--- config.mk ---
export PLATFORM = sky130hd
export DESIGN_NAME = cml_logic_block
export DESIGN_NICKNAME = d
export VERILOG_FILES = /design/src/rtl/cml_pkg.sv /design/src/rtl/cml_logic_block.sv /design/src/rtl/cml_mc_store.sv
export VERILOG_INCLUDE_DIRS = /design/src /design/src/rtl
export SDC_FILE = /design/constraint.sdc
export NUM_CORES = 1
export LEC_CHECK = 0
export CORE_AREA = 2 2 225 227
export CTS_CLUSTER_DIAMETER = 30
export DETAILED_ROUTE_END_ITERATION = 10
export DIE_AREA = 0 0 227 229
export DONT_BUFFER_PORTS = 1
export GPL_ROUTABILITY_DRIVEN = 0
export MAX_ROUTING_LAYER = met4
export PLACE_DENSITY = 0.3
export SETUP_SLACK_MARGIN = 0.05
export SYNTH_ARGS = -nofsm -noshare
export SYNTH_HDL_FRONTEND = slang
export SYNTH_SLANG_ARGS = --single-unit
--- constraint.sdc ---
create_clock -name mclk -period 2.2 [get_ports mclk]
set_input_delay 0.11 -clock mclk [delete_from_list [all_inputs] [get_ports mclk]]
set_output_delay 0.11 -clock mclk [all_outputs]
set_load 0.01 [all_outputs]
--- src/rtl/cml_map.svh ---
`ifndef CML_MAP_SVH
`define CML_MAP_SVH
`define CML_NUM_MC 16
`define CML_MC_PT 16
`define CML_GROUP 4
`define CML_PT_POOL 20
`define CML_PT_TOTAL 80
`define CML_NUM_INS 6
`define CML_CLK_TWO 2
`define CML_CLK_FOUR 4
`define CML_OE_TERMS 4
`define CML_OE_PER_HALF 2
`define CML_IO_REG 8
`define CML_IO_FULL 16
`endif

--- src/rtl/cml_pkg.sv ---
`include "cml_map.svh"
package cml_pkg;
	typedef enum logic [1:0] {CML_MC_COMB, CML_MC_DFF, CML_MC_TFF, CML_MC_LATCH} cml_mc_mode_t;
	typedef enum logic [1:0] {CML_IN_COMB, CML_IN_REG, CML_IN_DREG, CML_IN_LATCH} cml_in_mode_t;
	typedef enum logic [1:0] {CML_OE_ON, CML_OE_OFF, CML_OE_PT0, CML_OE_PT1} cml_oe_mode_t;
	typedef struct packed {
		cml_mc_mode_t mode;
		logic [1:0] clkSel;
		logic outInv;
		logic inRegEn;
		logic [`CML_MC_PT-1:0] ptMask;
		cml_oe_mode_t oeMode;
	} cml_mc_cfg_t;
	typedef struct packed {
		cml_in_mode_t mode;
		logic [1:0] clkSel;
	} cml_in_cfg_t;
	typedef struct packed {
		logic outClkInv;
		logic inClkInv;
		logic setInv;
		logic rstInv;
	} cml_blk_cfg_t;
endpackage : cml_pkg

--- src/rtl/cml_logic_block.sv ---
`timescale 1ns/10ps
`include "cml_map.svh"
module cml_logic_block #(
	parameter int CLK_N = `CML_CLK_TWO,
	parameter int IO_N = `CML_IO_FULL
) (
	input wire logic mclk,
	input wire logic rst_n,
	input wire cml_pkg::cml_blk_cfg_t blkCfg,
	input wire cml_pkg::cml_mc_cfg_t mcCfg [`CML_NUM_MC],
	input wire cml_pkg::cml_in_cfg_t inCfg [`CML_NUM_INS],
	input wire logic [`CML_PT_TOTAL-1:0] ptTerms,
	input wire logic [`CML_OE_TERMS-1:0] oeTerms,
	input wire logic setTerm,
	input wire logic rstTerm,
	input wire logic [IO_N-1:0] ioPinIn,
	input wire logic [`CML_NUM_INS-1:0] insPinIn,
	output logic [IO_N-1:0] ioPinOut,
	output logic [IO_N-1:0] ioPinOe_n,
	output logic [`CML_NUM_MC-1:0] mcFeedback,
	output logic [`CML_NUM_INS-1:0] inFeedback
);
	// ------------------------------------------------------------
	// elaboration checks
	// ------------------------------------------------------------
	localparam bit REG_INT = (IO_N == `CML_IO_REG);

	initial begin
		if (CLK_N != `CML_CLK_TWO && CLK_N != `CML_CLK_FOUR) begin
			$error("CLK_N must be two or four");
		end
		if (IO_N != `CML_IO_REG && IO_N != `CML_IO_FULL) begin
			$error("IO_N must be eight or sixteen");
		end
	end

	// ------------------------------------------------------------
	// pin synchronisers
	// ------------------------------------------------------------
	logic [IO_N-1:0] ioS1_q;
	logic [IO_N-1:0] ioS2_q;
	logic [`CML_NUM_INS-1:0] insS1_q;
	logic [`CML_NUM_INS-1:0] insS2_q;
	logic [`CML_NUM_INS-1:0] insPrev_q;

	always_ff @(posedge mclk) begin
		if (!rst_n) begin
			ioS1_q <= '0;
			ioS2_q <= '0;
			insS1_q <= '0;
			insS2_q <= '0;
			insPrev_q <= '0;
		end else begin
			ioS1_q <= ioPinIn;
			ioS2_q <= ioS1_q;
			insS1_q <= insPinIn;
			insS2_q <= insS1_q;
			insPrev_q <= insS2_q;
		end
	end

	// ------------------------------------------------------------
	// clock network
	// ------------------------------------------------------------
	// low CLK_N inputs are input/clock pins, the rest are plain inputs
	logic [`CML_CLK_FOUR-1:0] outEvt;
	logic [`CML_CLK_FOUR-1:0] outLvl;
	logic [`CML_CLK_FOUR-1:0] inEvt;
	logic [`CML_CLK_FOUR-1:0] inLvl;

	for (genvar c = 0; c < `CML_CLK_FOUR; c++) begin : g_clk
		if (c < CLK_N) begin : g_used
			logic rise;
			logic fall;
			assign rise = insS2_q[c] && !insPrev_q[c];
			assign fall = !insS2_q[c] && insPrev_q[c];
			assign outEvt[c] = blkCfg.outClkInv ? fall : rise;
			assign outLvl[c] = insS2_q[c] ^ blkCfg.outClkInv;
			assign inEvt[c] = blkCfg.inClkInv ? fall : rise;
			assign inLvl[c] = insS2_q[c] ^ blkCfg.inClkInv;
		end else begin : g_unused
			assign outEvt[c] = 1'b0;
			assign outLvl[c] = 1'b0;
			assign inEvt[c] = 1'b0;
			assign inLvl[c] = 1'b0;
		end
	end

	function automatic logic [1:0] clkIdx(input logic [1:0] sel);
		clkIdx = (CLK_N == `CML_CLK_TWO) ? {1'b0, sel[0]} : sel;
	endfunction : clkIdx

	// ------------------------------------------------------------
	// macrocells
	// ------------------------------------------------------------
	logic setA;
	logic rstA;
	logic [`CML_NUM_MC-1:0] mcState;
	logic [`CML_NUM_MC-1:0] mcResult;

	assign setA = setTerm ^ blkCfg.setInv;
	assign rstA = rstTerm ^ blkCfg.rstInv;

	for (genvar m = 0; m < `CML_NUM_MC; m++) begin : g_mc
		localparam int GRP = m / `CML_GROUP;
		localparam int LANE = m % `CML_GROUP;
		localparam bit BURIED = REG_INT && (m % 2 == 1);
		logic [`CML_PT_POOL-1:0] pool;
		logic [`CML_MC_PT-1:0] window;
		logic sum;
		logic dIn;
		logic [1:0] ck;
		cml_pkg::cml_mc_mode_t mode;

		// overlapping windows let adjacent macrocells of a group share terms
		assign pool = ptTerms[GRP*`CML_PT_POOL +: `CML_PT_POOL];
		assign window = pool[LANE +: `CML_MC_PT];
		assign sum = |(window & mcCfg[m].ptMask);
		assign ck = clkIdx(mcCfg[m].clkSel);

		if (BURIED) begin : g_buried
			// input register mode captures the neighbouring I/O pin
			assign dIn = mcCfg[m].inRegEn ? ioS2_q[m/2] : sum;
			assign mode = !mcCfg[m].inRegEn ? mcCfg[m].mode
				: (mcCfg[m].mode == cml_pkg::CML_MC_LATCH) ? cml_pkg::CML_MC_LATCH
				: cml_pkg::CML_MC_DFF;
		end else begin : g_io
			assign dIn = sum;
			assign mode = mcCfg[m].mode;
		end

		cml_mc_store u_store (
			.mclk(mclk),
			.rst_n(rst_n),
			.mode(mode),
			.dIn(dIn),
			.clkEvt(outEvt[ck]),
			.clkLvl(outLvl[ck]),
			.setA(setA),
			.rstA(rstA),
			.stateQ(mcState[m])
		);

		assign mcResult[m] = mcState[m] ^ mcCfg[m].outInv;
	end

	// ------------------------------------------------------------
	// feedback and I/O cells
	// ------------------------------------------------------------
	logic [`CML_NUM_MC-1:0] fb_d;
	logic [`CML_NUM_MC-1:0] fb_q;
	logic [IO_N-1:0] pinOut_d;
	logic [IO_N-1:0] pinOut_q;
	logic [IO_N-1:0] pinOe_n_d;
	logic [IO_N-1:0] pinOe_n_q;

	always_comb begin
		fb_d = mcResult;
		pinOut_d = '0;
		pinOe_n_d = '1;
		for (int p = 0; p < IO_N; p++) begin
			int m;
			int half;
			m = REG_INT ? 2 * p : p;
			half = (m < `CML_NUM_MC / 2) ? 0 : 1;
			pinOut_d[p] = mcResult[m];
			case (mcCfg[m].oeMode)
				cml_pkg::CML_OE_ON: pinOe_n_d[p] = 1'b0;
				cml_pkg::CML_OE_OFF: pinOe_n_d[p] = 1'b1;
				cml_pkg::CML_OE_PT0: pinOe_n_d[p] = !oeTerms[half*`CML_OE_PER_HALF];
				cml_pkg::CML_OE_PT1: pinOe_n_d[p] = !oeTerms[half*`CML_OE_PER_HALF+1];
				default: pinOe_n_d[p] = 1'b1;
			endcase
		end
	end

	always_ff @(posedge mclk) begin
		if (!rst_n) begin
			fb_q <= '0;
			pinOut_q <= '0;
			pinOe_n_q <= '1;
		end else begin
			fb_q <= fb_d;
			pinOut_q <= pinOut_d;
			pinOe_n_q <= pinOe_n_d;
		end
	end

	assign mcFeedback = fb_q;
	assign ioPinOut = pinOut_q;
	assign ioPinOe_n = pinOe_n_q;

	// ------------------------------------------------------------
	// dedicated and input/clock pin capture
	// ------------------------------------------------------------
	logic [`CML_NUM_INS-1:0] st1_d;
	logic [`CML_NUM_INS-1:0] st1_q;
	logic [`CML_NUM_INS-1:0] st2_d;
	logic [`CML_NUM_INS-1:0] st2_q;
	logic [`CML_NUM_INS-1:0] inFb_d;
	logic [`CML_NUM_INS-1:0] inFb_q;

	always_comb begin
		st1_d = st1_q;
		st2_d = st2_q;
		inFb_d = '0;
		for (int i = 0; i < `CML_NUM_INS; i++) begin
			logic [1:0] ck;
			ck = clkIdx(inCfg[i].clkSel);
			if (CLK_N == `CML_CLK_TWO && i < CLK_N) begin
				ck = 2'(i ^ 1);
			end
			case (inCfg[i].mode)
				cml_pkg::CML_IN_COMB: begin
					inFb_d[i] = insS2_q[i];
				end
				cml_pkg::CML_IN_REG: begin
					if (inEvt[ck]) st1_d[i] = insS2_q[i];
					inFb_d[i] = st1_q[i];
				end
				cml_pkg::CML_IN_DREG: begin
					if (inEvt[ck]) begin
						st1_d[i] = insS2_q[i];
						st2_d[i] = st1_q[i];
					end
					inFb_d[i] = st2_q[i];
				end
				cml_pkg::CML_IN_LATCH: begin
					if (inLvl[ck]) st1_d[i] = insS2_q[i];
					inFb_d[i] = st1_q[i];
				end
				default: inFb_d[i] = 1'b0;
			endcase
		end
	end

	always_ff @(posedge mclk) begin
		if (!rst_n) begin
			st1_q <= '0;
			st2_q <= '0;
			inFb_q <= '0;
		end else begin
			st1_q <= st1_d;
			st2_q <= st2_d;
			inFb_q <= inFb_d;
		end
	end

	assign inFeedback = inFb_q;

	// ------------------------------------------------------------
	// variant checks
	// ------------------------------------------------------------
	if (CLK_N == `CML_CLK_TWO) begin : g_chk_swap

	end
	if (REG_INT) begin : g_chk_buried

	end
endmodule : cml_logic_block

--- src/rtl/cml_mc_store.sv ---
`timescale 1ns/10ps
module cml_mc_store (
	input wire logic mclk,
	input wire logic rst_n,
	input wire cml_pkg::cml_mc_mode_t mode,
	input wire logic dIn,
	input wire logic clkEvt,
	input wire logic clkLvl,
	input wire logic setA,
	input wire logic rstA,
	output logic stateQ
);
	logic state_d;
	logic state_q;

	always_comb begin
		state_d = state_q;
		if (rstA) begin
			state_d = 1'b0;
		end else if (setA) begin
			state_d = 1'b1;
		end else begin
			case (mode)
				cml_pkg::CML_MC_COMB: state_d = dIn;
				cml_pkg::CML_MC_DFF: if (clkEvt) state_d = dIn;
				cml_pkg::CML_MC_TFF: if (clkEvt && dIn) state_d = ~state_q;
				cml_pkg::CML_MC_LATCH: if (clkLvl) state_d = dIn;
				default: state_d = state_q;
			endcase
		end
	end

	always_ff @(posedge mclk) begin
		if (!rst_n) begin
			state_q <= 1'b0;
		end else begin
			state_q <= state_d;
		end
	end

	assign stateQ = state_q;
endmodule : cml_mc_store

* Word level (Yosys, flattened, before mapping)
Index checks and enable logic that the tools add are counted.
Word-level totals: register bits 80, output and inout bits 54, input port bits 522, word-level logic and storage cells 616
Cells by class: $lt $le $gt $ge 20, mux-type cells 204, equal/unequal tests 174, bitwise gates (word level) 55, reductions and logical operators 129
Operators with widths (number):
- AND 16 bit | 16
- OR reduction 16 bit | 16
- two-way mux 1 bit | 160
- == test 2 bit, second input constant | 76
- inequality test 3 x 2 -> 1 bit, second input constant | 45
- one-hot mux 1 bit (4 select lines) | 32
- == test 2 x 1 -> 1 bit, second input constant | 38
- logical NOT 2 bit | 38
- AND reduction 3 bit | 22
- less-than comparator 1 x 3 -> 1 bit, second input constant | 20
- OR reduction 2 bit | 13
- bitwise XOR 1 bit | 22
- logical AND 1 bit | 20
- one-hot mux 1 bit (3 select lines) | 6
- inverter 1 bit | 17
- inequality test 2 x 1 -> 1 bit, second input constant | 6
- inequality test 2 bit, second input constant | 6
- one-hot mux 1 bit (2 select lines) | 6
- AND reduction 2 bit | 6
- nonzero test 2 bit | 6
- inequality test 3 x 1 -> 1 bit, second input constant | 3
- logical NOT 1 bit | 8

* Logic depth before layout (Yosys ltp)
Gate-level depths: netlist of the first run.
word-level depth 9, depth in mapped cells 7, mapped depth without buffers 7

* Cells and area by module
A second synthesis of the first run with hierarchy kept.
Second synthesis, totals: cell total of the unflattened synthesis 799, area total of the unflattened synthesis 6871.6 µm²
Modules (own cells, without submodules):
- cml_logic_block | times used 1, cells an instance 591, area each 4989.8 µm², sequential area each 1281.2 µm²
- cml_mc_store | times used 16, cells an instance 13, area each 117.6 µm², sequential area each 20.0 µm²

* Worst setup path after synthesis of the first run
OpenSTA, ideal clock, no wires.
path type register -> register, start point register insS2_q[0], end point register g_mc[0].u_store.state_q, arrival 1.547 ns, cell stages (with the launch flop) 7, setup slack 0.507 ns, required time 2.054 ns, setup time 0.146 ns, period minus slack after synthesis 1.693 ns, cells stage by stage dfxtp_1 nand2b_1 clkbuf_1 mux4_2 or2_0 mux2i_1 a32oi_1
Between the ends: longest elaborated chain between the ends 8, elaborated cells between the ends (all ways) 14
RTL lines:
- start: declaration | RTL line cml_logic_block.sv:43 | logic [`CML_NUM_INS-1:0] insS2_q;
- start signal: assignment | RTL line cml_logic_block.sv:57 | insS2_q <= insS1_q;
- logical NOT 1 bit | RTL line cml_logic_block.sv:76 | assign fall = !insS2_q[c] && insPrev_q[c];
- logical AND 1 bit | RTL line cml_logic_block.sv:76
- two-way mux 1 bit | RTL line cml_logic_block.sv:77 | assign outEvt[c] = blkCfg.outClkInv ? fall : rise;
- two-way mux 1 bit (not written as such) (2 in series) | RTL line cml_logic_block.sv:137 | .clkEvt(outEvt[ck]),
- logical AND 1 bit | RTL line cml_mc_store.sv:26 | cml_pkg::CML_MC_TFF: if (clkEvt && dIn) state_d = ~state_q;
- inequality test 3 x 1 -> 1 bit (no line)
- AND reduction 3 bit (no line) (*)
- end signal: assignment | RTL line cml_mc_store.sv:37 | state_q <= state_d;
- end: declaration | RTL line cml_mc_store.sv:14 | logic state_q;
Mark *: on every way between the ends. The rest lies on a longest branch, timed or not. The select of a mux whose other input is x is not followed. A chain may end at the register's enable or synchronous reset.

* Final worst setup path of the first run
start point register insPrev_q[0], end point register g_mc[4].u_store.state_q
Between the ends: longest elaborated chain between the ends 8, elaborated cells between the ends (all ways) 10
RTL lines:
- start: declaration | RTL line cml_logic_block.sv:44 | logic [`CML_NUM_INS-1:0] insPrev_q;
- start signal: assignment | RTL line cml_logic_block.sv:58 | insPrev_q <= insS2_q;
- logical NOT 1 bit | RTL line cml_logic_block.sv:75 | assign rise = insS2_q[c] && !insPrev_q[c];
- logical AND 1 bit | RTL line cml_logic_block.sv:75
- two-way mux 1 bit (*) | RTL line cml_logic_block.sv:77
- two-way mux 1 bit (not written as such) (*) (2 in series) | RTL line cml_logic_block.sv:137
- logical AND 1 bit | RTL line cml_mc_store.sv:26
- inequality test 3 x 2 -> 1 bit (no line)
- AND reduction 3 bit (no line) (*)
- end signal: assignment | RTL line cml_mc_store.sv:37
- end: declaration | RTL line cml_mc_store.sv:14
Marked as above.

==> results of run 1 <==
## stage by stage
stage	hold WS (ns)	std cells	util, %	area, µm²	worst slack, ns
floorplan	0.2315	781	-	6693	0.5066
global placement	0.2055	1420	14.96	7427	0.2931
detailed placement	0.2071	1420	14.96	7427	0.2856
CTS	0.0002926	1537	17.58	8730	0.2795
global route	0.02883	1540	17.59	8737	0.1432
finish	0.04610	1540	17.59	8737	0.2723
## power groups by stage
stage | clock network, mW | logic (mW) | registers, mW
2_1_floorplan | 0 | 0.706 | 1.67
3_3_place_gp | 0 | 0.814 | 1.74
3_5_place_dp | 0 | 0.811 | 1.73
4_1_cts | 1.69 | 1.02 | 1.70
5_1_grt | 1.70 | 1.11 | 1.72
6_report | 1.54 | 1.01 | 1.70
## cells in the mapped netlist (all sizes together) (17+ instances only)
library cell / n / area share (%)
nor2b: 27 / 2.5
buf: 24 / 2.5
ha: 24 / 4.5
a22o: 64 / 8.4
a221oi: 70 / 9.5
o21ai: 37 / 2.8
mux2i: 44 / 6.6
mux4: 20 / 6.7
xnor2: 34 / 4.4
clkbuf: 25 / 1.4
nor2: 50 / 2.8
nor3: 32 / 2.4
nand3: 17 / 1.3
a21oi: 35 / 2.6
dfxtp: 80 / 24
inv: 19 / 1.1
nand2: 66 / 3.7
## area by class of cell
| cell class | instances | area share, % |
|---|---|---|
| Sequential cell | 80 | 18.36 |
| Tap cell | 672 | 9.623 |
| Clock buffer | 9 | 2.578 |
| Inverter | 19 | 0.8163 |
| Clock inverter | 7 | 0.6444 |
| Timing Repair Buffer | 117 | 13.20 |
| Multi-Input combinational cell | 633 | 54.69 |
| Antenna cell | 3 | 0.08592 |
## state kept, by name (all words and copies together) (netlist names)
name                 count
ioPinOut                16
st1_q                    6
insS1_q                  6
inFeedback               6
g_mc.u_store.stateQ     16
st2_q                    6
insS2_q                  6
ioPinOe_n               16
insPrev_q                2
## worst paths after layout
kind                                               to  slack [ns]  cells after the start
hold / removal    g_mc[0].u_store.stateQ$_SDFFE_PP0P_        0.05                      3
setup / recovery  g_mc[4].u_store.stateQ$_SDFFE_PP0P_        0.27                      6
hold reg to reg                 insS2_q[1]$_SDFF_PN0_        0.43                      1
setup reg to reg  g_mc[4].u_store.stateQ$_SDFFE_PP0P_        0.27                      6
## kinds of logic after synthesis
logic type,count (synthesis),synth area share (%)
XOR/XNOR,39,5.104
AO/OA/AOI/OAI,242,28.23
AND/OR/NAND/NOR,264,19.93
multiplexers,64,13.31
buffers and inverters,68,5.010
adder cells (fa/ha/maj),24,4.487
flip-flops,80,23.93
## timing repair
item	4_1_cts	5_1_grt
hold buffers	101	0
hold endpoints to repair	66	0
gates resized for setup	0	0
## worst register-to-register path, delay by kind of cell (launching register included)
family,cells,cell delay (ns)
AOI/OAI and AO/OA,1,0.12
buffers and inverters,1,0.24
DFF,1,0.34
muxes,2,0.69
and+or+nand+nor,2,0.41
## per-layer routing
metal,track usage [%],wire length [µm],up-vias
li1,-,-,3183
met5,-,0,-
met1,15.07,13810,3425
met4,4.739,820,0
met3,5.029,3738,56
met2,20.45,15910,423
==> impl_results.html, run 1 <==
<table>
<tr><th>Metric</th><th>Value</th></tr>
<tr><th colspan="2">Outcome</th></tr>
<tr><td>Run status</td><td>finished, final reports clean</td></tr>
<tr><th colspan="2">Die</th></tr>
<tr><td>Core Region</td><td>49660 µm²</td></tr>
<tr><td>Die area</td><td>51980 µm²</td></tr>
<tr><td>Die width</td><td>227 µm</td></tr>
<tr><td>Number of ports placed on the die boundary</td><td>576</td></tr>
<tr><td>Initial cell density of the core</td><td>13.48%</td></tr>
<tr><td>Die boundary height</td><td>229 µm</td></tr>
<tr><td>Number of placement rows</td><td>82</td></tr>
<tr><th colspan="2">Pwr</th></tr>
<tr><td>IR Drop Worst-Case VDD</td><td>0.3464 mV</td></tr>
<tr><td>Sequential fraction of design power</td><td>39.9%</td></tr>
<tr><td>Total power density per cell area</td><td>486.6 nW/µm²</td></tr>
<tr><td>Pleak</td><td>2.997 nW</td></tr>
<tr><td>Internal power</td><td>2.892 mW</td></tr>
<tr><td>Combinational share of power</td><td>23.8%</td></tr>
<tr><td>Switching share of total power</td><td>31.98%</td></tr>
<tr><td>Share of total power in the clock network</td><td>36.3%</td></tr>
<tr><td>Sw Pwr</td><td>1.360 mW</td></tr>
<tr><td>Power after layout</td><td>4.251 mW</td></tr>
<tr><th colspan="2">Cells and area</th></tr>
<tr><td>Multi-input logic area</td><td>4778 µm²</td></tr>
<tr><td>Most common cell after layout, fill and taps aside</td><td>sky130_fd_sc_hd__dlygate4sd3_1</td></tr>
<tr><td>Layout overhead on the synthesized area</td><td>30.55%</td></tr>
<tr><td>Final layout net count</td><td>1406</td></tr>
<tr><td>Area taken by flip-flops and latches</td><td>1604 µm²</td></tr>
<tr><td>Highest-count cells in the layout ignoring fill and taps</td><td>100 x sky130_fd_sc_hd__dlygate4sd3_1, 78 x sky130_fd_sc_hd__dfxtp_1, 66 x sky130_fd_sc_hd__a221oi_1</td></tr>
<tr><td>Final-layout fill cell count</td><td>5643</td></tr>
<tr><td>Layout cell share with drive strength beyond 1</td><td>7.630%</td></tr>
<tr><th colspan="2">Detailed routing</th></tr>
<tr><td>Total via count in the routed design</td><td>7087</td></tr>
<tr><td>Post-detailed-route DRC marker count</td><td>0</td></tr>
<tr><td>Remaining antenna violation count</td><td>0</td></tr>
<tr><td>Detail-routed net length per standard cell</td><td>22.26 µm</td></tr>
<tr><td>Iteration count of the initial detailed-routing pass</td><td>5</td></tr>
<tr><td>Final routed wirelength across all metal layers</td><td>34.28 mm</td></tr>
<tr><td>Average vias per placed instance</td><td>4.602</td></tr>
<tr><td>1st-iter DRT viols</td><td>412</td></tr>
<tr><th colspan="2">Global routing</th></tr>
<tr><td>Vias in the first global route</td><td>7391</td></tr>
<tr><td>Antenna violations before repair</td><td>3</td></tr>
<tr><td>Pin count of the biggest net entering global routing</td><td>37</td></tr>
<tr><td>Aggregate global-route resource usage</td><td>13.05%</td></tr>
<tr><td>Overflow after GRT</td><td>0</td></tr>
<tr><td>Wire length of the first global-routing pass</td><td>47.68 mm</td></tr>
<tr><th colspan="2">Yosys</th></tr>
<tr><td>Top_reg_cell synth</td><td>sky130_fd_sc_hd__dfxtp_1</td></tr>
<tr><td>Mapped Nets</td><td>1327</td></tr>
<tr><td>Number of storage elements in the synthesis netlist</td><td>80</td></tr>
<tr><td>Number of distinct standard cells referenced by the synthesized netlist</td><td>33</td></tr>
<tr><td>Area of the mapped netlist</td><td>6693 µm²</td></tr>
<tr><td>Mean post-synth cell area</td><td>8.569 µm²</td></tr>
<tr><td>Portion of the post-synthesis area used by sequential elements</td><td>23.93%</td></tr>
<tr><td>EDFF count, synth</td><td>0</td></tr>
<tr><td>Synth Instances</td><td>781</td></tr>
<tr><td>Count of synthesis-stage warnings from yosys</td><td>0</td></tr>
<tr><td>Async set or reset register ratio after synthesis</td><td>0%</td></tr>
<tr><th colspan="2">Clock network</th></tr>
<tr><td>Number of H-tree levels</td><td>3</td></tr>
<tr><td>Total number of clock tree sinks</td><td>80</td></tr>
<tr><td>Clock-pin slew on the worst setup and hold paths</td><td>0.07 ns</td></tr>
<tr><td>Clock buffer count from CTS</td><td>9</td></tr>
<tr><td>CTS max path bufs</td><td>2</td></tr>
<tr><td>Clock tree from TritonCTS</td><td>built</td></tr>
<tr><td>Later-pin clock latency in the skew report</td><td>0.38 ns</td></tr>
<tr><td>Clock Root Buffer</td><td>sky130_fd_sc_hd__clkbuf_16</td></tr>
<tr><td>Setup repair bufs after CTS</td><td>0</td></tr>
<tr><th colspan="2">STA</th></tr>
<tr><td>Post-layout minimum cycle time</td><td>1.928 ns</td></tr>
<tr><td>Setup repair after global routing missed its margin</td><td>no</td></tr>
<tr><td>Number of hold-slack violations in the final timing report</td><td>0</td></tr>
<tr><td>Final total negative setup slack</td><td>0 ns</td></tr>
<tr><td>Maximum frequency from static timing analysis</td><td>0.5188 GHz</td></tr>
<tr><td>Share of the clock period used by the worst path</td><td>87.62%</td></tr>
<tr><td>Final setup violation count</td><td>0</td></tr>
<tr><td>Relative max-transition margin</td><td>56.23%</td></tr>
<tr><td>Max Slew Vio Count</td><td>0</td></tr>
<tr><td>Clock Skews</td><td>0.007970 ns</td></tr>
<tr><td>Actual transition at the worst max-transition pin</td><td>0.6555 ns</td></tr>
<tr><th colspan="2">Critical path</th></tr>
<tr><td>Data required, critical path</td><td>2.44 ns</td></tr>
<tr><td>Startpoint Class</td><td>register</td></tr>
<tr><td>CP Data Arrival Time</td><td>2.17 ns</td></tr>
<tr><td>Critical-path top delay cell</td><td>sky130_fd_sc_hd__mux4_2</td></tr>
<tr><td>Critical path peak fanout</td><td>21</td></tr>
<tr><td>Category of the most critical setup path</td><td>reg -&gt; reg</td></tr>
<tr><td>Largest delay share family, worst path</td><td>multiplexers</td></tr>
<tr><td>CP endpoint kind</td><td>register</td></tr>
<tr><td>Launching element of the worst setup path</td><td>insPrev_q[0]$_SDFF_PN0_</td></tr>
<tr><td>Crit path cell chain</td><td>nand2b_2, buf_4, mux4_2, or2_0, mux2i_1, a32oi_1</td></tr>
<tr><td>Count of buffer and inverter cells on the critical path</td><td>1</td></tr>
<tr><td>Largest stage delay on the critical path</td><td>0.52 ns</td></tr>
<tr><td>Launching point of the worst reg2reg path</td><td>insPrev_q[0]$_SDFF_PN0_</td></tr>
<tr><th colspan="2">Place</th></tr>
<tr><td>Final HPWL DP</td><td>26.45 mm</td></tr>
<tr><td>Quantity of I/O buffers inserted on ports</td><td>0</td></tr>
<tr><th colspan="2">Flow run</th></tr>
<tr><td>Max-Cap Viols</td><td>0</td></tr>
<tr><th colspan="2">Min path</th></tr>
<tr><td>Hold path startpoint</td><td>mcCfg[382]</td></tr>
<tr><td>Class of the tightest hold or removal check</td><td>in -&gt; reg</td></tr>
</table>
Power figures use the tool's default switching activity.
==> run 2, diff against run 1 <==
--- a/config.mk
+++ b/config.mk
@@ -14,6 +14,7 @@
 export GPL_ROUTABILITY_DRIVEN = 0
 export MAX_ROUTING_LAYER = met4
-export PLACE_DENSITY = 0.3
+export PLACE_DENSITY = 0.38
 export SETUP_SLACK_MARGIN = 0.05
+export SLEW_MARGIN = 30
 export SYNTH_ARGS = -nofsm -noshare
 export SYNTH_HDL_FRONTEND = slang
==> constraint.sdc (replaced) <==
create_clock -name mclk -period 2.2 [get_ports mclk]
set_input_delay 0.11 -clock mclk [delete_from_list [all_inputs] [get_ports mclk]]
set_output_delay 0.11 -clock mclk [all_outputs]
set_load 0.1 [all_outputs]
==> impl_results.html, run 2 (synthesis results as in run 1) <==
<table>
<tr><th>Metric</th><th>Value</th></tr>
<tr><th colspan="2">STA</th></tr>
<tr><td>Post-layout minimum cycle time</td><td>1.947 ns (+0.01899 ns)</td></tr>
<tr><td>Final Hold Slack</td><td>0.02680 ns (-0.01930 ns)</td></tr>
<tr><td>Setup repair after global routing missed its margin</td><td>no</td></tr>
<tr><td>Relative max-transition margin</td><td>46.67% (-9.6 points)</td></tr>
<tr><td>Final setup violation count</td><td>0 (unchanged)</td></tr>
<tr><td>Actual transition at the worst max-transition pin</td><td>0.7987 ns (+0.1432 ns)</td></tr>
<tr><td>Max Slew Vio Count</td><td>0 (unchanged)</td></tr>
<tr><td>Maximum frequency from static timing analysis</td><td>0.5137 GHz (-0.98%)</td></tr>
<tr><td>Share of the clock period used by the worst path</td><td>88.49% (+0.86 points)</td></tr>
<tr><td>Number of hold-slack violations in the final timing report</td><td>0 (unchanged)</td></tr>
<tr><td>Final total negative setup slack</td><td>0 ns (unchanged)</td></tr>
<tr><td>Clock Skews</td><td>0.01349 ns (+0.005515 ns)</td></tr>
<tr><td>PnR worst setup slack</td><td>0.2533 ns (-0.01899 ns)</td></tr>
<tr><th colspan="2">Clock network</th></tr>
<tr><td>Total number of clock tree sinks</td><td>80 (unchanged)</td></tr>
<tr><td>Number of H-tree levels</td><td>3 (unchanged)</td></tr>
<tr><td>Later-pin clock latency in the skew report</td><td>0.39 ns (about the same)</td></tr>
<tr><td>CTS max path bufs</td><td>2 (unchanged)</td></tr>
<tr><td>Clock Root Buffer</td><td>sky130_fd_sc_hd__clkbuf_16</td></tr>
<tr><td>Clock buffer count from CTS</td><td>9 (unchanged)</td></tr>
<tr><td>Clock tree from TritonCTS</td><td>built</td></tr>
<tr><td>Clock-pin slew on the worst setup and hold paths</td><td>0.07 ns (about the same)</td></tr>
<tr><th colspan="2">Place</th></tr>
<tr><td>Quantity of I/O buffers inserted on ports</td><td>0 (unchanged)</td></tr>
<tr><td>Worst slack at placement</td><td>0.1109 ns (-0.1747 ns)</td></tr>
<tr><td>Final HPWL DP</td><td>28.33 mm (+7.1%)</td></tr>
<tr><th colspan="2">Critical path</th></tr>
<tr><td>Largest stage delay on the critical path</td><td>0.50 ns (-0.02 ns)</td></tr>
<tr><td>Data required, critical path</td><td>2.45 ns (about the same)</td></tr>
<tr><td>Category of the most critical setup path</td><td>reg -&gt; reg</td></tr>
<tr><td>Critical-path top delay cell</td><td>sky130_fd_sc_hd__mux4_2</td></tr>
<tr><td>CP endpoint kind</td><td>register</td></tr>
<tr><td>Crit path cell chain</td><td>nand2b_4, buf_4, mux4_2, or2_0, mux2i_1, a32oi_1</td></tr>
<tr><td>Critical path peak fanout</td><td>11 (-48%)</td></tr>
<tr><td>Cells on worst reg2reg path</td><td>6 (unchanged)</td></tr>
<tr><td>CP Data Arrival Time</td><td>2.20 ns (+0.03 ns)</td></tr>
<tr><td>Startpoint Class</td><td>register</td></tr>
<tr><th colspan="2">Min path</th></tr>
<tr><td>Hold path depth</td><td>2 (-1)</td></tr>
<tr><td>Class of the tightest hold or removal check</td><td>in -&gt; reg</td></tr>
<tr><th colspan="2">Global routing</th></tr>
<tr><td>Antenna violations before repair</td><td>5 (+2)</td></tr>
<tr><td>Pin count of the biggest net entering global routing</td><td>37 (unchanged)</td></tr>
<tr><td>Aggregate global-route resource usage</td><td>14.09% (+1.0 points)</td></tr>
<tr><td>Wire length of the first global-routing pass</td><td>50.54 mm (+6.0%)</td></tr>
<tr><td>Vias in the first global route</td><td>7493 (+1.4%)</td></tr>
<tr><td>Overflow after GRT</td><td>0 (unchanged)</td></tr>
<tr><th colspan="2">Die</th></tr>
<tr><td>Die area</td><td>51980 µm² (unchanged)</td></tr>
<tr><td>Number of ports placed on the die boundary</td><td>576 (unchanged)</td></tr>
<tr><td>Die boundary height</td><td>229 µm (unchanged)</td></tr>
<tr><td>Number of placement rows</td><td>82 (unchanged)</td></tr>
<tr><td>Initial cell density of the core</td><td>13.48% (unchanged)</td></tr>
<tr><td>Die width</td><td>227 µm (unchanged)</td></tr>
<tr><td>Core Region</td><td>49660 µm² (unchanged)</td></tr>
<tr><th colspan="2">Detailed routing</th></tr>
<tr><td>Iteration count of the initial detailed-routing pass</td><td>9 (+4)</td></tr>
<tr><td>Detail-routed net length per standard cell</td><td>23.52 µm (+5.7%)</td></tr>
<tr><td>Remaining antenna violation count</td><td>0 (unchanged)</td></tr>
<tr><td>Average vias per placed instance</td><td>4.646 (+0.95%)</td></tr>
<tr><td>1st-iter DRT viols</td><td>443 (+7.5%)</td></tr>
<tr><td>Final routed wirelength across all metal layers</td><td>37.10 mm (+8.2%)</td></tr>
<tr><td>Post-detailed-route DRC marker count</td><td>0 (unchanged)</td></tr>
<tr><td>Total via count in the routed design</td><td>7326 (+3.4%)</td></tr>
<tr><th colspan="2">Cells and area</th></tr>
<tr><td>Most common cell after layout, fill and taps aside</td><td>sky130_fd_sc_hd__dlygate4sd3_1</td></tr>
<tr><td>Layout cell share with drive strength beyond 1</td><td>13.11% (+5.5 points)</td></tr>
<tr><td>Final layout net count</td><td>1441 (+2.5%)</td></tr>
<tr><td>Highest-count cells in the layout ignoring fill and taps</td><td>100 x sky130_fd_sc_hd__dlygate4sd3_1, 66 x sky130_fd_sc_hd__a221oi_1, 65 x sky130_fd_sc_hd__nand2_1</td></tr>
<tr><td>Layout overhead on the synthesized area</td><td>36.70%</td></tr>
<tr><th colspan="2">Pwr</th></tr>
<tr><td>IR Drop Worst-Case VDD</td><td>0.4852 mV (+40%)</td></tr>
<tr><td>Total power density per cell area</td><td>552.5 nW/µm² (+14%)</td></tr>
<tr><td>Pleak</td><td>3.208 nW (+7.0%)</td></tr>
<tr><td>Power after layout</td><td>5.055 mW (+19%)</td></tr>
<tr><th colspan="2">Flow run</th></tr>
<tr><td>Max-Cap Viols</td><td>0 (unchanged)</td></tr>
<tr><th colspan="2">Outcome</th></tr>
<tr><td>Run status</td><td>finished, final reports clean</td></tr>
</table>
run 2: report_power, final:
group | switching [mW] | total [mW] | leakage, nW | internal, mW
sequential | 0.184 | 1.74 | 0.667 | 1.56
clock | 0.814 | 1.60 | 0.139 | 0.789
combinational | 1.05 | 1.71 | 2.40 | 0.656
total | 2.05 | 5.05 | 3.21 | 3.01
run 2: worst paths after layout:
kind                                start                                   to  slack (ns)
setup / recovery  insPrev_q[1]$_SDFF_PN0_  g_mc[8].u_store.stateQ$_SDFFE_PP0P_        0.25
hold / removal                      rst_n              ioPinOe_n[2]$_SDFF_PN1_        0.03
setup reg to reg  insPrev_q[1]$_SDFF_PN0_  g_mc[8].u_store.stateQ$_SDFFE_PP0P_        0.25
hold reg to reg     insS1_q[3]$_SDFF_PN0_                insS2_q[3]$_SDFF_PN0_        0.43
run 2: layout make-up:
cell class              count  area (µm²)
flip-flops and latches     80        1627
diodes                      5       12.51
clock inverters             7       58.81
well taps                 672       840.8
fillers                  5541       40510
repair buffers            152        1516
multi-input cells         633        4797
clock buffers               9       225.2
inverters                  19       71.32
run 2: worst max-delay path: cells and delay by family, from the launching register on:
family,cells,cell delay [ns]
flops,1,0.35
compound gates,1,0.11
mux,2,0.66
simple gates,2,0.46
buf+inv,1,0.22
run 2: metal layers:
layer	up-vias	global-route usage [%]	share of wire [%]	wire, µm
met2	467	21.38	45	16600
met4	0	5.188	2.5	926
met5	-	-	0	0
met1	3537	15.63	40	14690
met3	63	7.389	13	4877
li1	3259	-	-	-
run 2: metrics by stage:
| step | instances | util (%) | cell area [µm²] |
|---|---|---|---|
| after global routing | 1577 | 18.42 | 9149 |
| after detailed placement | 1455 | 15.76 | 7824 |
| after CTS | 1572 | 18.38 | 9129 |
| final | 1577 | 18.42 | 9149 |
| after floorplan | 781 | - | 6693 |
| after global placement | 1455 | 15.76 | 7824 |
run 2: repair_timing:
action | 4_1_cts | 5_1_grt
hold endpoints to repair | 66 | 0
hold buffers | 101 | 0
setup buffers | 0 | 0
endpoints found under the setup margin | 0 | 11
resized for setup | 0 | 2
